===== src/tar_consts.svh =====
// Offsets, field positions, reset values and timing counts of the touch result block
// Assumes inclusion by bare name from the design modules
// How it works
// - Result registers read-only, zero after reset
// - Each conversion lands in its input's register
// - Results right-justified, bits fifteen to twelve zero
// - Control read bits 15 and 14 return status, not written value
// - Read bit fifteen shows pen contact
// - Written bit fifteen selects host or sequencer
// - Read bit fourteen is one when idle
// - Writing one to bit fourteen aborts, powers down
// - Scan field selects measurement; 0001 repeats position (only 0001 is decoded here, other codes start nothing)
// - Width field: 00/11 twelve, 01 eight, 10 ten
`ifndef TAR_CONSTS_SVH
`define TAR_CONSTS_SVH

// ----------------------------------------------------------------------
// Register byte offsets
// ----------------------------------------------------------------------
`define TAR_OFS_CTRL     8'h00
`define TAR_OFS_RES_BASE 8'h20
`define TAR_OFS_IRQ_STAT 8'h04
`define TAR_OFS_IRQ_EN   8'h08
`define TAR_OFS_IRQ_CLR  8'h0c
`define TAR_OFS_START    8'h10

// ----------------------------------------------------------------------
// Fields and reset values
// ----------------------------------------------------------------------
`define TAR_BIT_PEN      15
`define TAR_BIT_HALT     14
`define TAR_SCAN_HI      13
`define TAR_SCAN_LO      10
`define TAR_WID_HI       9
`define TAR_WID_LO       8
`define TAR_RES_MSB      11
`define TAR_RESULT_RST   16'h0000
`define TAR_SCAN_NONE    4'h0
`define TAR_SCAN_XY      4'h1
`define TAR_NUM_RES      9

// ----------------------------------------------------------------------
// Timing: one conversion takes a fixed time
// ----------------------------------------------------------------------
`define TAR_CONV_NS      8000
`define TAR_CLK_NS       10
`define TAR_CONV_CYC     (`TAR_CONV_NS / `TAR_CLK_NS)

`endif


===== src/tar_pkg.sv =====
// Types shared by the touch result block
// Assumes tar_consts.svh is on the include path
package tar_pkg;
    // Result register index, one per measured input
    typedef enum logic [3:0] {
        TAR_IN_X, TAR_IN_Y, TAR_IN_P1, TAR_IN_P2, TAR_IN_SUP,
        TAR_IN_SP1, TAR_IN_SP2, TAR_IN_TH1, TAR_IN_TH2
    } tar_input_t;

    // One finished sample from the converter
    typedef struct packed {
        logic       valid;
        tar_input_t sel;
        logic [11:0] code;
    } tar_sample_t;

    // Request to the converter core
    typedef struct packed {
        logic       start;
        tar_input_t sel;
        logic [1:0] width;
    } tar_conv_req_t;
endpackage : tar_pkg


===== src/tar_converter.sv =====
// Converter timing model: takes a request, counts the conversion time, returns a
// sample shaped to the chosen width. Assumes analog code arrives on sample_in.
`include "tar_consts.svh"
module tar_converter #(
    parameter int CONV_CYC = `TAR_CONV_CYC
) (
    input  wire logic                   sys_clk,
    input  wire logic                   rstn,
    input  wire tar_pkg::tar_conv_req_t req,
    input  wire logic                   abort,
    input  wire logic [11:0]            sample_in,
    output logic                        busy,
    output tar_pkg::tar_sample_t        result
);
    logic [15:0]        cnt_q;
    tar_pkg::tar_input_t sel_q;
    logic [1:0]         wid_q;

    // ------------------------------------------------------------------
    // Conversion counter; abort kills it at once
    // ------------------------------------------------------------------
    always_ff @(posedge sys_clk or negedge rstn) begin
        if (!rstn) begin
            busy  <= 1'b0;
            cnt_q <= 16'h0000;
            sel_q <= tar_pkg::TAR_IN_X;
            wid_q <= 2'h0;
        end else if (abort) begin
            busy  <= 1'b0;
            cnt_q <= 16'h0000;
        end else if (!busy && req.start) begin
            busy  <= 1'b1;
            cnt_q <= 16'(CONV_CYC - 1);
            sel_q <= req.sel;
            wid_q <= req.width;
        end else if (busy) begin
            if (cnt_q == 16'h0000) begin
                busy <= 1'b0;
            end else begin
                cnt_q <= cnt_q - 16'h0001;
            end
        end
    end

    // ------------------------------------------------------------------
    // Finished sample, low bits dropped for narrow widths
    // ------------------------------------------------------------------
    always_ff @(posedge sys_clk or negedge rstn) begin
        if (!rstn) begin
            result <= '0;
        end else begin
            result.valid <= busy && !abort && cnt_q == 16'h0000;
            result.sel   <= sel_q;
            case (wid_q)
                2'h1:    result.code <= {4'h0, sample_in[11:4]};
                2'h2:    result.code <= {2'h0, sample_in[11:2]};
                default: result.code <= sample_in;
            endcase
        end
    end
endmodule : tar_converter


===== src/tar_touch_result.sv =====
// Touch converter result and control registers behind an AXI4-Lite slave
// Assumes a single 100 MHz clock and pen and sample inputs synchronous to it
//
// The implementer's own choice: the AXI4-Lite interface to the registers.
`include "tar_consts.svh"
module tar_touch_result #(
    parameter int CONV_CYC = `TAR_CONV_CYC
) (
    input  wire logic        sys_clk,
    input  wire logic        rstn,
    input  wire logic [7:0]  s_axi_awaddr,
    input  wire logic        s_axi_awvalid,
    output logic             s_axi_awready,
    input  wire logic [31:0] s_axi_wdata,
    input  wire logic [3:0]  s_axi_wstrb,
    input  wire logic        s_axi_wvalid,
    output logic             s_axi_wready,
    output logic [1:0]       s_axi_bresp,
    output logic             s_axi_bvalid,
    input  wire logic        s_axi_bready,
    input  wire logic [7:0]  s_axi_araddr,
    input  wire logic        s_axi_arvalid,
    output logic             s_axi_arready,
    output logic [31:0]      s_axi_rdata,
    output logic [1:0]       s_axi_rresp,
    output logic             s_axi_rvalid,
    input  wire logic        s_axi_rready,
    input  wire logic        pen_down,
    input  wire logic [11:0] sample_in,
    output logic [3:0]       sample_select,
    output logic             converter_power,
    output logic             irq
);
    // ------------------------------------------------------------------
    // State
    // ------------------------------------------------------------------
    typedef enum logic [1:0] { SEQ_IDLE, SEQ_X, SEQ_Y } tar_seq_t;

    logic [15:0]           res_q [`TAR_NUM_RES];
    logic                  seq_sel_q;      // written bit 15
    logic                  halt_q;         // written bit 14
    logic [3:0]            scan_selection_q;
    logic [1:0]            conversion_width_select_q;
    logic [1:0]            irq_stat_q;
    logic [1:0]            irq_en_q;
    tar_seq_t              seq_q;
    logic                  aw_got_q, w_got_q;
    logic [7:0]            awaddr_q;
    logic [31:0]           wdata_q;
    logic [3:0]            wstrb_q;
    logic                  conv_busy;
    tar_pkg::tar_sample_t  sample;
    tar_pkg::tar_conv_req_t req;
    logic                  wr_fire;
    logic                  host_start;
    logic [3:0]            host_sel;
    logic [31:0]           rd_d;
    logic [15:0]           ctrl_read;
    logic                  ok_wr;

    // ------------------------------------------------------------------
    // Write channel: address and data taken in either order
    // ------------------------------------------------------------------
    assign s_axi_awready = !aw_got_q && !s_axi_bvalid;
    assign s_axi_wready  = !w_got_q && !s_axi_bvalid;
    assign wr_fire       = aw_got_q && w_got_q && !s_axi_bvalid;

    always_ff @(posedge sys_clk or negedge rstn) begin
        if (!rstn) begin
            aw_got_q <= 1'b0;
            w_got_q  <= 1'b0;
            awaddr_q <= 8'h00;
            wdata_q  <= 32'h0000_0000;
            wstrb_q  <= 4'h0;
        end else begin
            if (s_axi_awvalid && s_axi_awready) begin
                aw_got_q <= 1'b1;
                awaddr_q <= s_axi_awaddr;
            end else if (wr_fire) begin
                aw_got_q <= 1'b0;
            end
            if (s_axi_wvalid && s_axi_wready) begin
                w_got_q <= 1'b1;
                wdata_q <= s_axi_wdata;
                wstrb_q <= s_axi_wstrb;
            end else if (wr_fire) begin
                w_got_q <= 1'b0;
            end
        end
    end

    // Response: OKAY for mapped offsets except IRQ status, SLVERR otherwise
    always_comb begin
        ok_wr = (awaddr_q == `TAR_OFS_CTRL) || (awaddr_q == `TAR_OFS_IRQ_EN)
             || (awaddr_q == `TAR_OFS_IRQ_CLR) || (awaddr_q == `TAR_OFS_START)
             || (awaddr_q >= `TAR_OFS_RES_BASE
                 && awaddr_q < 8'(`TAR_OFS_RES_BASE + 4 * `TAR_NUM_RES));
    end

    always_ff @(posedge sys_clk or negedge rstn) begin
        if (!rstn) begin
            s_axi_bvalid <= 1'b0;
            s_axi_bresp  <= 2'h0;
        end else if (wr_fire) begin
            s_axi_bvalid <= 1'b1;
            s_axi_bresp  <= ok_wr ? 2'h0 : 2'h2;
        end else if (s_axi_bready) begin
            s_axi_bvalid <= 1'b0;
        end
    end

    // ------------------------------------------------------------------
    // Control register write; result offsets accept and drop the data
    // ------------------------------------------------------------------
    always_ff @(posedge sys_clk or negedge rstn) begin
        if (!rstn) begin
            seq_sel_q                 <= 1'b0;   // host-driven after reset
            halt_q                    <= 1'b0;
            scan_selection_q          <= `TAR_SCAN_NONE;
            conversion_width_select_q <= 2'h0;
        end else if (wr_fire && awaddr_q == `TAR_OFS_CTRL) begin
            if (wstrb_q[1]) begin
                seq_sel_q                 <= wdata_q[`TAR_BIT_PEN];
                halt_q                    <= wdata_q[`TAR_BIT_HALT];
                scan_selection_q          <= wdata_q[`TAR_SCAN_HI:`TAR_SCAN_LO];
                conversion_width_select_q <= wdata_q[`TAR_WID_HI:`TAR_WID_LO];
            end
        end
    end

    // One-shot host start: low bits give the input index
    assign host_start = wr_fire && awaddr_q == `TAR_OFS_START && wstrb_q[0]
                        && !seq_sel_q && !halt_q;
    assign host_sel   = wdata_q[3:0];

    // ------------------------------------------------------------------
    // Position sequencer: repeats X then Y while pen is down
    // ------------------------------------------------------------------
    always_ff @(posedge sys_clk or negedge rstn) begin
        if (!rstn) begin
            seq_q <= SEQ_IDLE;
        end else begin
            case (seq_q)
                SEQ_IDLE: begin
                    if (seq_sel_q && !halt_q && pen_down && scan_selection_q == `TAR_SCAN_XY && !conv_busy) begin
                        seq_q <= SEQ_X;
                    end
                end
                SEQ_X: begin
                    if (halt_q || !pen_down || !seq_sel_q) begin
                        seq_q <= SEQ_IDLE;
                    end else if (sample.valid) begin
                        seq_q <= SEQ_Y;
                    end
                end
                SEQ_Y: begin
                    if (halt_q || !pen_down || !seq_sel_q) begin
                        seq_q <= SEQ_IDLE;
                    end else if (sample.valid) begin
                        seq_q <= SEQ_X;
                    end
                end
                default: seq_q <= SEQ_IDLE;
            endcase
        end
    end

    // Request mux: sequencer owns the converter when selected
    always_comb begin
        req.width = conversion_width_select_q;
        if (seq_q != SEQ_IDLE) begin
            req.start = !conv_busy && !sample.valid;
            req.sel   = (seq_q == SEQ_X) ? tar_pkg::TAR_IN_X : tar_pkg::TAR_IN_Y;
        end else begin
            req.start = host_start && host_sel < 4'(`TAR_NUM_RES);
            req.sel   = tar_pkg::tar_input_t'(host_sel);
        end
    end

    tar_converter #(
        .CONV_CYC (CONV_CYC)
    ) u_conv (
        .sys_clk   (sys_clk),
        .rstn      (rstn),
        .req       (req),
        .abort     (halt_q),
        .sample_in (sample_in),
        .busy      (conv_busy),
        .result    (sample)
    );

    // ------------------------------------------------------------------
    // Result store: only the converter writes these
    // ------------------------------------------------------------------
    always_ff @(posedge sys_clk or negedge rstn) begin
        if (!rstn) begin
            for (int i = 0; i < `TAR_NUM_RES; i++) begin
                res_q[i] <= `TAR_RESULT_RST;
            end
        end else if (sample.valid) begin
            res_q[sample.sel] <= {4'h0, sample.code};
        end
    end

    // ------------------------------------------------------------------
    // Interrupts: bit0 result done, bit1 pen touched; set beats clear
    // ------------------------------------------------------------------
    logic pen_q;
    always_ff @(posedge sys_clk or negedge rstn) begin
        if (!rstn) begin
            pen_q      <= 1'b0;
            irq_stat_q <= 2'h0;
            irq_en_q   <= 2'h0;
        end else begin
            pen_q <= pen_down;
            if (wr_fire && awaddr_q == `TAR_OFS_IRQ_EN && wstrb_q[0]) begin
                irq_en_q <= wdata_q[1:0];
            end
            irq_stat_q <= (irq_stat_q
                           & ~((wr_fire && awaddr_q == `TAR_OFS_IRQ_CLR && wstrb_q[0]) ? wdata_q[1:0] : 2'h0))
                          | {pen_down && !pen_q, sample.valid};
        end
    end
    assign irq = |(irq_stat_q & irq_en_q);

    // ------------------------------------------------------------------
    // Read channel: one outstanding read, answer one cycle after address
    // ------------------------------------------------------------------
    assign ctrl_read = {pen_down, !conv_busy, scan_selection_q,
                        conversion_width_select_q, 8'h00};
    assign s_axi_arready = !s_axi_rvalid;

    always_comb begin
        rd_d = 32'h0000_0000;
        if (s_axi_araddr == `TAR_OFS_CTRL) begin
            rd_d = {16'h0000, ctrl_read};
        end else if (s_axi_araddr == `TAR_OFS_IRQ_STAT) begin
            rd_d = {30'h0, irq_stat_q};
        end else if (s_axi_araddr == `TAR_OFS_IRQ_EN) begin
            rd_d = {30'h0, irq_en_q};
        end else if (s_axi_araddr >= `TAR_OFS_RES_BASE
                     && s_axi_araddr < 8'(`TAR_OFS_RES_BASE + 4 * `TAR_NUM_RES)) begin
            rd_d = {16'h0000, res_q[4'((s_axi_araddr - `TAR_OFS_RES_BASE) >> 2)]};
        end
    end

    always_ff @(posedge sys_clk or negedge rstn) begin
        if (!rstn) begin
            s_axi_rvalid <= 1'b0;
            s_axi_rdata  <= 32'h0000_0000;
            s_axi_rresp  <= 2'h0;
        end else if (s_axi_arvalid && s_axi_arready) begin
            s_axi_rvalid <= 1'b1;
            s_axi_rdata  <= rd_d;
            s_axi_rresp  <= (s_axi_araddr == `TAR_OFS_CTRL || s_axi_araddr == `TAR_OFS_IRQ_STAT
                             || s_axi_araddr == `TAR_OFS_IRQ_EN || s_axi_araddr == `TAR_OFS_IRQ_CLR
                             || s_axi_araddr == `TAR_OFS_START
                             || (s_axi_araddr >= `TAR_OFS_RES_BASE
                                 && s_axi_araddr < 8'(`TAR_OFS_RES_BASE + 4 * `TAR_NUM_RES)))
                            ? 2'h0 : 2'h2;
        end else if (s_axi_rready) begin
            s_axi_rvalid <= 1'b0;
        end
    end

    // Converter pins: powered down by the halt bit
    assign converter_power = !halt_q;

    // Analog select held for the whole conversion; a later bus write or a
    // sequencer stop must not move the input that is being sampled
    logic [3:0] sel_hold_q;
    always_ff @(posedge sys_clk or negedge rstn) begin
        if (!rstn) begin
            sel_hold_q <= 4'h0;
        end else if (req.start && !conv_busy && !halt_q) begin
            sel_hold_q <= req.sel;
        end
    end
    assign sample_select   = conv_busy ? sel_hold_q : req.sel;
endmodule : tar_touch_result


===== config.mk =====
export PLATFORM = sky130hd
export DESIGN_NAME = tar_touch_result
export DESIGN_NICKNAME = d
export VERILOG_FILES = /design/src/tar_pkg.sv /design/src/tar_converter.sv /design/src/tar_touch_result.sv
export VERILOG_INCLUDE_DIRS = /design/src
export SDC_FILE = /design/constraint.sdc
export NUM_CORES = 1
export LEC_CHECK = 0
export ABC_AREA = 0
export BUFFER_PORTS_ARGS = -buffer_cell sky130_fd_sc_hd__buf_2
export CORE_ASPECT_RATIO = 0.6
export CORE_UTILIZATION = 35
export DETAILED_ROUTE_END_ITERATION = 10
export PLACE_DENSITY = 0.56
export SYNTH_ARGS = -nofsm -noshare
export SYNTH_HDL_FRONTEND = slang
export SYNTH_HIERARCHICAL = 1
export SYNTH_SLANG_ARGS = --single-unit

===== constraint.sdc =====
create_clock -name sys_clk -period 6.3 [get_ports sys_clk]
set_input_delay 0.63 -clock sys_clk [delete_from_list [all_inputs] [get_ports sys_clk]]
set_output_delay 0.63 -clock sys_clk [all_outputs]
set_load 0.05 [all_outputs]

==> results of run 1 <==
## registers in the layout (all words and copies together), names as in the netlist, 8 cells and up
| register | cells |
|---|---|
| res_q | 108 |
| u_conv/result | 17 |
| s_axi_rdata | 16 |
| u_conv/cnt_q | 16 |
| wdata_q | 12 |
| awaddr_q | 8 |
## how the worst min path moves through the flow
stage | end | slack [ns] | depth (start not counted)
floorplan | aw_got_q | 0.33 | 0
global placement | u_conv/result[14] | 0.36 | 0
detailed placement | u_conv/result[14] | 0.36 | 0
CTS | w_got_q | 0.17 | 1
global route | w_got_q | 0.19 | 1
finish | w_got_q | 0.14 | 1
## worst register-to-register path, cell delays in order (launching register included)
cell	delay, ns
dfrtp_1	0.42
nand3b_1	0.35
nor4_1	0.54
nand3_1	0.13
o31ai_1	0.18
nor2b_1	0.49
and2_1	0.47
mux2_2	0.38
## Yosys cell counts, types with 5 or more instances
cell / number
dfrtp_1: 211
mux2_2: 147
nand2_1: 63
o21ai_0: 38
clkbuf_1: 23
mux4_2: 22
nor2_1: 21
buf_4: 19
inv_1: 17
mux2i_1: 17
a21oi_1: 15
nor3_1: 10
nor4_1: 10
and2_1: 9
a22oi_1: 8
a211oi_1: 7
buf_2: 7
nand3_1: 6
o221ai_1: 6
or4_1: 6
a22o_1: 5
## stage by stage
step	setup WS, ns	total power [mW]	cell area (um2)
final	3.23	3.89	11100
after global routing	3.03	4.09	11100
after global placement	3.31	2.55	10300
after CTS	3.28	3.93	11100
after detailed placement	3.29	2.56	10300
after floorplan	3.65	2.33	9690
## layer usage
layer | vias to the layer above | share of wire [%]
met5 | - | 0
met2 | 112 | 39
li1 | 2845 | -
met1 | 3136 | 55
met3 | 27 | 4.6
met4 | 0 | 1.7
## cell usage in the layout (no fill, tap or decap), types with 3 or more instances in the layout
| cell | Yosys | final |
|---|---|---|
| a211oi_1 | 7 | 7 |
| a21o_1 | 3 | 3 |
| a21oi_1 | 15 | 15 |
| a222oi_1 | 4 | 4 |
| a22o_1 | 5 | 5 |
| a22oi_1 | 8 | 8 |
| a31oi_1 | 3 | 3 |
| and2_1 | 9 | 9 |
| buf_2 | 7 | 77 |
| buf_4 | 19 | 10 |
| bufinv_16 | 0 | 3 |
| clkbuf_16 | 0 | 21 |
| clkbuf_8 | 0 | 9 |
| conb_1 | 1 | 18 |
| dfrtp_1 | 211 | 211 |
| ha_1 | 3 | 3 |
| inv_1 | 17 | 17 |
| mux2_2 | 147 | 147 |
| mux2i_1 | 17 | 17 |
| mux4_2 | 22 | 22 |
| nand2_1 | 63 | 63 |
| nand2b_1 | 4 | 4 |
| nand3_1 | 6 | 6 |
| nor2_1 | 21 | 21 |
| nor2b_1 | 4 | 4 |
| nor3_1 | 10 | 8 |
| nor3_2 | 1 | 3 |
| nor3b_1 | 4 | 4 |
| nor4_1 | 10 | 8 |
| nor4_2 | 2 | 4 |
| o21ai_0 | 38 | 38 |
| o221ai_1 | 6 | 6 |
| o22ai_1 | 3 | 3 |
| o31ai_1 | 3 | 3 |
| or2_2 | 3 | 3 |
| or3_1 | 4 | 4 |
| or4_1 | 6 | 6 |
## cell families (layout without fill, tap and decap cells)
| logic type | after synthesis | count (layout) | synth area share (%) |
|---|---|---|---|
| other | 1 | 18 | 0.0390 |
| DFF | 211 | 211 | 54.9 |
| adders and majority gates | 3 | 3 | 0.390 |
| AOI/OAI and AO/OA | 107 | 107 | 7.33 |
| muxes | 186 | 186 | 24.1 |
| and+or+nand+nor | 166 | 166 | 9.63 |
| buffers and inverters | 71 | 142 | 3.61 |
## power groups by stage
stage          logic [mW]  registers, mW  clock network, mW
6_report            0.825           1.72               1.35
5_1_grt             0.901           1.75               1.44
4_1_cts             0.828           1.71               1.38
3_5_place_dp        0.825           1.74                  0
3_3_place_gp        0.816           1.73                  0
2_1_floorplan       0.622           1.71                  0
## final cells by class
class                      instances  area [um2]  area share, %
sequential                       211        5280           47.6
clock inverter                     6         108          0.969
timing repair buffer              88         474           4.27
inverter                          17        63.8          0.575
clock buffer                      31         643           5.79
multi-input combinational        480        4080           36.8
tap                              360         450           4.06
==> flow_summary.toml, run 1 <==
[flow_run]
drv_cap = 0

[power_and_ir_drop]
p_leak_nw = 5.21
powerDensity_nw_per_um2 = 350
combPwrFrac_pct = 21.2
p_int_mw = 2.67
clkPwrFrac_pct = 34.6
max-vdd-ir-drop_uv = 157
p_sw_mw = 1.22
switching_share_pct = 31.5
pwr-share-seq_pct = 44.2

[yosys]
async_flop_share_pct = 100
synthCells = 745
synth_seq_cells = 211
yosys.area.top_type = "dfrtp_1"
synth_top_area_share_pct = 54.9
synth_area_per_cell_um2 = 12.9
synthFlopType = "dfrtp_1"
synth_edf_count = 0
yosys-top-cells-area = "dfrtp_1 55%, mux2_2 17%, mux4_2 5.1%"
synth_cell_types = 61
ys_seq_area_share_pct = 54.9
yosysWarnings = 6
syn_area_um2 = 9620

[critical_path]
r2r_slack_ns = 3.23
critPathKind = "reg2reg"
slowest_stage = "nor4_1"
crit_path_start_kind = "flip-flop"
critPathLaunch = "s_axi_bvalid"
crit_path_end = "u_conv/sel_q[2]"
r2r_cells = 7
r2r-start = "s_axi_bvalid"
critPathMaxStageDelay_ns = 0.54
path_buf_inv = 0
critPathMaxFanout = 9
worst-path-stages = 7
rr_endpoint = "u_conv/sel_q[2]"
crit_arrival_ns = 3.44
required_ns = 6.67
path_cells = "nand3b_1 -> nor4_1 -> nand3_1 -> o31ai_1 -> nor2b_1 -> and2_1 -> mux2_2"
end_kind = "flip-flop"
path_delay_family = "simple AND/OR/NAND/NOR gates"

[timing]
clock_skew_ns = 0.00982
slew_violations = 0
hold_slack_ns = 0.139
maxSlewHeadroom_pct = 26.7
period_share_pct = 48.7
rsz0062_at_grt = "false"
max_freq_mhz = 326
hold_viol_final = 0
finalSetupViolCount = 0
fin_tns_setup_ns = 0
fin_crit_ns = 3.07
tightest_slew_ns = 1.09

[global_routing]
met2_usage_pct = 22.7
grt_overflow = 0
grt_start_max_net_pins = 74
gr-usage-met1_pct = 27.6
antenna_found_initial = 1
busiest_layer = "met1"
grt_pass1_wl_um = 36900
gr-usage-all-layers_pct = 16.8
met3_usage_pct = 2.75
grt_pass1_vias = 6270

[clock_network]
path_clk_slew_ns = 0.06
cts_inserted_buffers = 21
clk_latency_ns = 0.50
cts_sinks = 211
hold_buffers = 0
clock_tree.root_cell = "clkbuf_16"
clock_path_buffers = 3
ctsResizeCount = 0
cts_setup_buffers = 0
htree_levels = 1
tritoncts = "yes"

[detailed_routing]
drc = 0
drtIter0Drc = 405
viasPerCell = 5.13
vias = 6120
dr.pass1.iters = 6
final_antenna_net_count = 0
wl_per_cell_um = 19.0
routed_wl_um = 22600

[finish]
syn_to_final_growth_pct = 15.4
drive_above_1_share_pct = 37.6
finalNonFillerCells = 1193
filler_cell_count = 2542
final_core_util_pct = 41.6
finish.net_count = 894
antenna_cells = 0

[die]
dieArea_um2 = 28200
die_x_um = 216
io_pins = 119
die_y_um = 130
core.rowCount = 46
core_um2 = 26700
initial_core_util_pct = 36.0

[hold_path]
hp-class = "in2async"

[placed_design]
place_congestion = 0.765
dp.cells = 1156
hpwl_um = 15500
port_buffers = 78

[run_status]
status = "finished clean"
No activity file was read; power rests on OpenSTA's default activity.
==> run 2, diff against run 1 <==
- PLACE_DENSITY: 0.56 -> 0.58
- clock period: 6.3 -> 2.7 ns (I/O delays scaled with it)
==> run 2 against run 1 <==
Global-route usage is essentially flat; routed wire length grew 0.85%; sequential share of layout area shrank 1.3 points; sequential power grew 130%; register-to-register slack lost 2.9 ns; via count grew 2.3%; combinational power grew 140%; setup slack lost 2.9 ns; first-iteration DRC count grew 23%; sequential cell count is the same.
==> flow_summary.toml, run 2 (synthesis results as in run 1) <==
[global_routing]
grt_pass1_wl_um = 36900
grt_pass1_vias = 6349
antenna_found_initial = 0
gr-usage-all-layers_pct = 16.8
grt_overflow = 0
grt_start_max_net_pins = 79

[power_and_ir_drop]
combPwrFrac_pct = 21.5
clkPwrFrac_pct = 35.5
pwr-share-seq_pct = 43.0
switching_share_pct = 31.0
p_int_mw = 6.40
p_sw_mw = 2.87
p_leak_nw = 5.38
powerDensity_nw_per_um2 = 813
max-vdd-ir-drop_uv = 434

[timing]
maxSlewHeadroom_pct = 43.1
period_share_pct = 89.2
max_freq_mhz = 415
fin_tns_setup_ns = 0
fin_crit_ns = 2.41
slew_violations = 0
hold_viol_final = 0
rsz0062_at_grt = "false"
tightest_slew_ns = 0.853
finalSetupViolCount = 0
clock_skew_ns = 0.0153

[critical_path]
path_cells = "or4_4 -> nor3_1 -> nand3_1 -> o31ai_1 -> nor2b_1 -> and2_1 -> mux2_2"
end_kind = "flip-flop"
crit_arrival_ns = 2.77
slowest_stage = "or4_4"
r2r-start = "awaddr_q[5]"
rr_endpoint = "u_conv/sel_q[0]"
r2r_slack_ns = 0.29
critPathMaxFanout = 5
required_ns = 3.07
critPathMaxStageDelay_ns = 0.53
critPathKind = "reg2reg"
r2r_cells = 7
path_delay_family = "simple AND/OR/NAND/NOR gates"
path_buf_inv = 0
crit_path_start_kind = "flip-flop"

[clock_network]
cts_sinks = 211
htree_levels = 1
cts_inserted_buffers = 21
tritoncts = "yes"
clock_tree.root_cell = "clkbuf_16"
clk_latency_ns = 0.49
path_clk_slew_ns = 0.07
clock_path_buffers = 3

[detailed_routing]
dr.pass1.iters = 5
drc = 0
viasPerCell = 5.12
routed_wl_um = 22800
final_antenna_net_count = 0
vias = 6258
wl_per_cell_um = 18.7
drtIter0Drc = 497

[finish]
antenna_cells = 0
stdcell_area_um2 = 11400
final_cell_mix = "211 x dfrtp_1, 147 x mux2_2, 77 x buf_2, 63 x nand2_1, 38 x o21ai_0"
largest_register_ffs = 108
finish.net_count = 925
regArea_um2 = 5280
filler_cell_count = 2522
multiInputGateArea_um2 = 4070
finalNonFillerCells = 1223
regMostFlops = "res_q"
syn_to_final_growth_pct = 18.6
final_common_cell = "dfrtp_1"
largestRegisters = "res_q (108), u_conv/result (17)"
drive_above_1_share_pct = 38.0

[placed_design]
placed_cell_area_um2 = 10500
port_buffers = 78
dp.cells = 1173
place_congestion = 0.803
hpwl_um = 16200

[flow_run]
drv_cap = 0

[die]
core.rowCount = 46
core_um2 = 26700
io_pins = 119
dieArea_um2 = 28200
die_y_um = 130
initial_core_util_pct = 36.0
die_x_um = 216

[run_status]
status = "finished clean"

[hold_path]
hold_start = "s_axi_awaddr[2]"
hold_path_end = "awaddr_q[2]"
hp-class = "in2reg"
holdPathStages = 2
## run 2: cell types whose count changed in the layout (fill, tap and decap cells not counted), sizes merged
cell	previous run	this run
buf	87	104
bufinv	3	6
clkbuf	32	25
clkinv	2	5
dlygate4sd3	0	14
## run 2: power groups by stage
| stage | clock network, mW | logic (mW) | registers [mW] |
|---|---|---|---|
| finish | 3.29 | 1.99 | 3.99 |
| global route | 3.49 | 2.18 | 4.06 |
| CTS | 3.38 | 1.99 | 3.98 |
| detailed placement | 0 | 1.97 | 4.04 |
| global placement | 0 | 1.96 | 4.03 |
| floorplan | 0 | 1.45 | 3.99 |
## run 2: worst max path at each step
stage / from / to / cells past startpoint
2_1_floorplan: s_axi_bvalid / u_conv/sel_q[0] / 8
3_3_place_gp: awaddr_q[5] / u_conv/sel_q[3] / 7
3_5_place_dp: awaddr_q[5] / u_conv/sel_q[3] / 7
4_1_cts: awaddr_q[5] / u_conv/sel_q[0] / 7
5_1_grt: awaddr_q[5] / u_conv/sel_q[2] / 7
6_report: awaddr_q[5] / u_conv/sel_q[0] / 7
## run 2: area by class of cell
type | instances | area share [%]
Sequential cell | 211 | 46.3
Multi-Input combinational cell | 480 | 35.7
Timing Repair Buffer | 119 | 6.72
Clock buffer | 24 | 4.88
Tap cell | 360 | 3.95
Clock inverter | 12 | 1.96
Inverter | 17 | 0.559
## run 2: through the flow
stage               util (%)  total power, mW  worst slack (ns)  hold WS (ns)
floorplan                  -             5.44            0.0548       -0.0256
global placement        39.3             6.00             0.352         0.186
detailed placement      39.3             6.01             0.305         0.183
CTS                     42.7             9.35             0.279      0.000592
global route            42.7             9.73             0.153       0.00159
finish                  42.7             9.27             0.292        0.0143
## run 2: per-layer routing
metal  global-route usage [%]  share of wire (%)
met5                        0                  0
met4                     2.44                1.1
met3                     2.59                4.8
met2                     22.7                 39
met1                     27.9                 55
## run 2: what timing repair did
item / 4_1_cts / 5_1_grt
setup endpoints to repair: 0 / 0
hold buffers: 14 / 0
setup buffers: 0 / 0
hold endpoints to repair: 39 / 0
resized for setup: 0 / 0
==> run 3, diff against run 2 <==
- PLACE_DENSITY: 0.58 -> unset
- PLACE_DENSITY_LB_ADDON: unset -> 0.3
==> run 3 against run 2 <==
Register-to-register slack is essentially flat; combinational power barely moved; power is 6.0% lower; sequential power about the same.
==> flow_summary.toml, run 3 (synthesis results as in run 1) <==
[die]
die_x_um = 216
io_pins = 119
die_y_um = 130
initial_core_util_pct = 36.0
dieArea_um2 = 28200
core.rowCount = 46
core_um2 = 26700

[finish]
final_cell_mix = "211 x dfrtp_1, 147 x mux2_2, 77 x buf_2, 63 x nand2_1, 38 x o21ai_0"
largestRegisters = "res_q (108), u_conv/result (17)"
antenna_cells = 0
syn_to_final_growth_pct = 16.8
largest_register_ffs = 108
finish.net_count = 925
stdcell_area_um2 = 11200
regMostFlops = "res_q"
finalNonFillerCells = 1218
final_common_cell = "dfrtp_1"
final_core_util_pct = 42.1
drive_above_1_share_pct = 37.5

[timing]
slew_violations = 0
tightest_slew_ns = 0.836
fin_tns_setup_ns = 0
fin_crit_ns = 2.41
finalSetupViolCount = 0
period_share_pct = 89.2
hold_viol_final = 0
maxSlewHeadroom_pct = 44.2
max_freq_mhz = 415
rsz0062_at_grt = "false"
clock_skew_ns = 0.00777

[clock_network]
htree_levels = 1
tritoncts = "yes"
cts_setup_buffers = 0
clock_tree.root_cell = "clkbuf_16"
ctsResizeCount = 0
cts_inserted_buffers = 21
hold_buffers = 12
path_clk_slew_ns = 0.06
clock_path_buffers = 3
clk_latency_ns = 0.49
cts_sinks = 211

[detailed_routing]
wl_met1_um = 12500
viasPerCell = 5.16
vias = 6283
final_antenna_net_count = 0
dr_wl_met3_um = 1150
dr.pass1.iters = 4
wl_met2_um = 8760
top_layer_used = "met4"
drc = 0
drtIter0Drc = 352
routed_wl_um = 22700
wl_per_cell_um = 18.6

[critical_path]
crit_path_start_kind = "flip-flop"
critPathMaxFanout = 5
required_ns = 3.08
crit_arrival_ns = 2.78
end_kind = "flip-flop"
critPathKind = "reg2reg"

[power_and_ir_drop]
pwr-share-seq_pct = 45.7
p_sw_mw = 2.82
p_int_mw = 5.90
combPwrFrac_pct = 23.0
switching_share_pct = 32.3
p_leak_nw = 5.30
power.total_mw = 8.72
max-vdd-ir-drop_uv = 360
clkPwrFrac_pct = 31.3
powerDensity_nw_per_um2 = 776

[flow_run]
drv_cap = 0

[global_routing]
gr-usage-all-layers_pct = 16.7
antenna_found_initial = 0
grt_start_max_net_pins = 60
grt_overflow = 0
grt_pass1_wl_um = 37100
grt_pass1_vias = 6301

[placed_design]
placed_cell_area_um2 = 10500
place_congestion = 0.786
hpwl_um = 16200
port_buffers = 78
dp.cells = 1175

[run_status]
status = "finished clean"

[hold_path]
hp-class = "in2reg"
==> run 3: cell types whose count changed in the layout (fill, tap and decap cells not counted), sizes merged <==
cell,previous run,this run
clkbuf,25,28
clkinv,5,2
bufinv,6,1
buf,104,106
dlygate4sd3,14,12
==> run 3: final timing paths <==
kind | slack, ns | startpoint | end | cells after the start
min in group asynchronous | 0.30 | rstn | s_axi_rdata[12] | 2
max in group asynchronous | 1.67 | rstn | res_q[25] | 3
setup reg to reg | 0.29 | awaddr_q[5] | u_conv/sel_q[1] | 7
hold reg to reg | 0.37 | u_conv/sel_q[2] | u_conv/result[14] | 0
hold / removal | 0.01 | s_axi_wdata[3] | wdata_q[3] | 2
setup / recovery | 0.29 | awaddr_q[5] | u_conv/sel_q[1] | 7
==> run 3: per-stage QoR <==
step | setup slack [ns] | hold slack (ns)
floorplan | 0.0548 | -0.0256
finish | 0.290 | 0.0128
detailed placement | 0.310 | 0.250
global placement | 0.359 | 0.248
CTS | 0.281 | 0.000676
global route | 0.0668 | 0.00685
==> run 3: worst max-delay path, stage by stage (launching register included) <==
cell	delay [ns]
dfrtp_1	0.41
or4_4	0.53
nor3_1	0.22
nand3_1	0.13
o31ai_1	0.15
nor2b_1	0.22
and2_1	0.28
mux2_2	0.36
==> run 3: layout make-up <==
| cell class | instances | area (um2) |
|---|---|---|
| multi-input combinational | 480 | 4070 |
| timing repair buffer | 119 | 762 |
| tap | 360 | 450 |
| clock inverter | 4 | 47.5 |
| inverter | 17 | 63.8 |
| fill | 2525 | 15500 |
| clock buffer | 27 | 568 |
| sequential | 211 | 5280 |
==> run 3: routing by layer <==
layer	GRT usage, %	vias up
met2	22.5	141
met1	27.5	3219
met4	2.40	0
met5	0	-
met3	3.24	19
li1	-	2904
==> run 3: power by group through the flow <==
stage	Clock (mW)	Sequential, mW	Combinational (mW)
CTS	2.81	3.98	2.02
finish	2.73	3.99	2.01
global placement	0	4.02	1.96
detailed placement	0	4.03	1.99
floorplan	0	3.99	1.45
global route	2.93	4.05	2.20
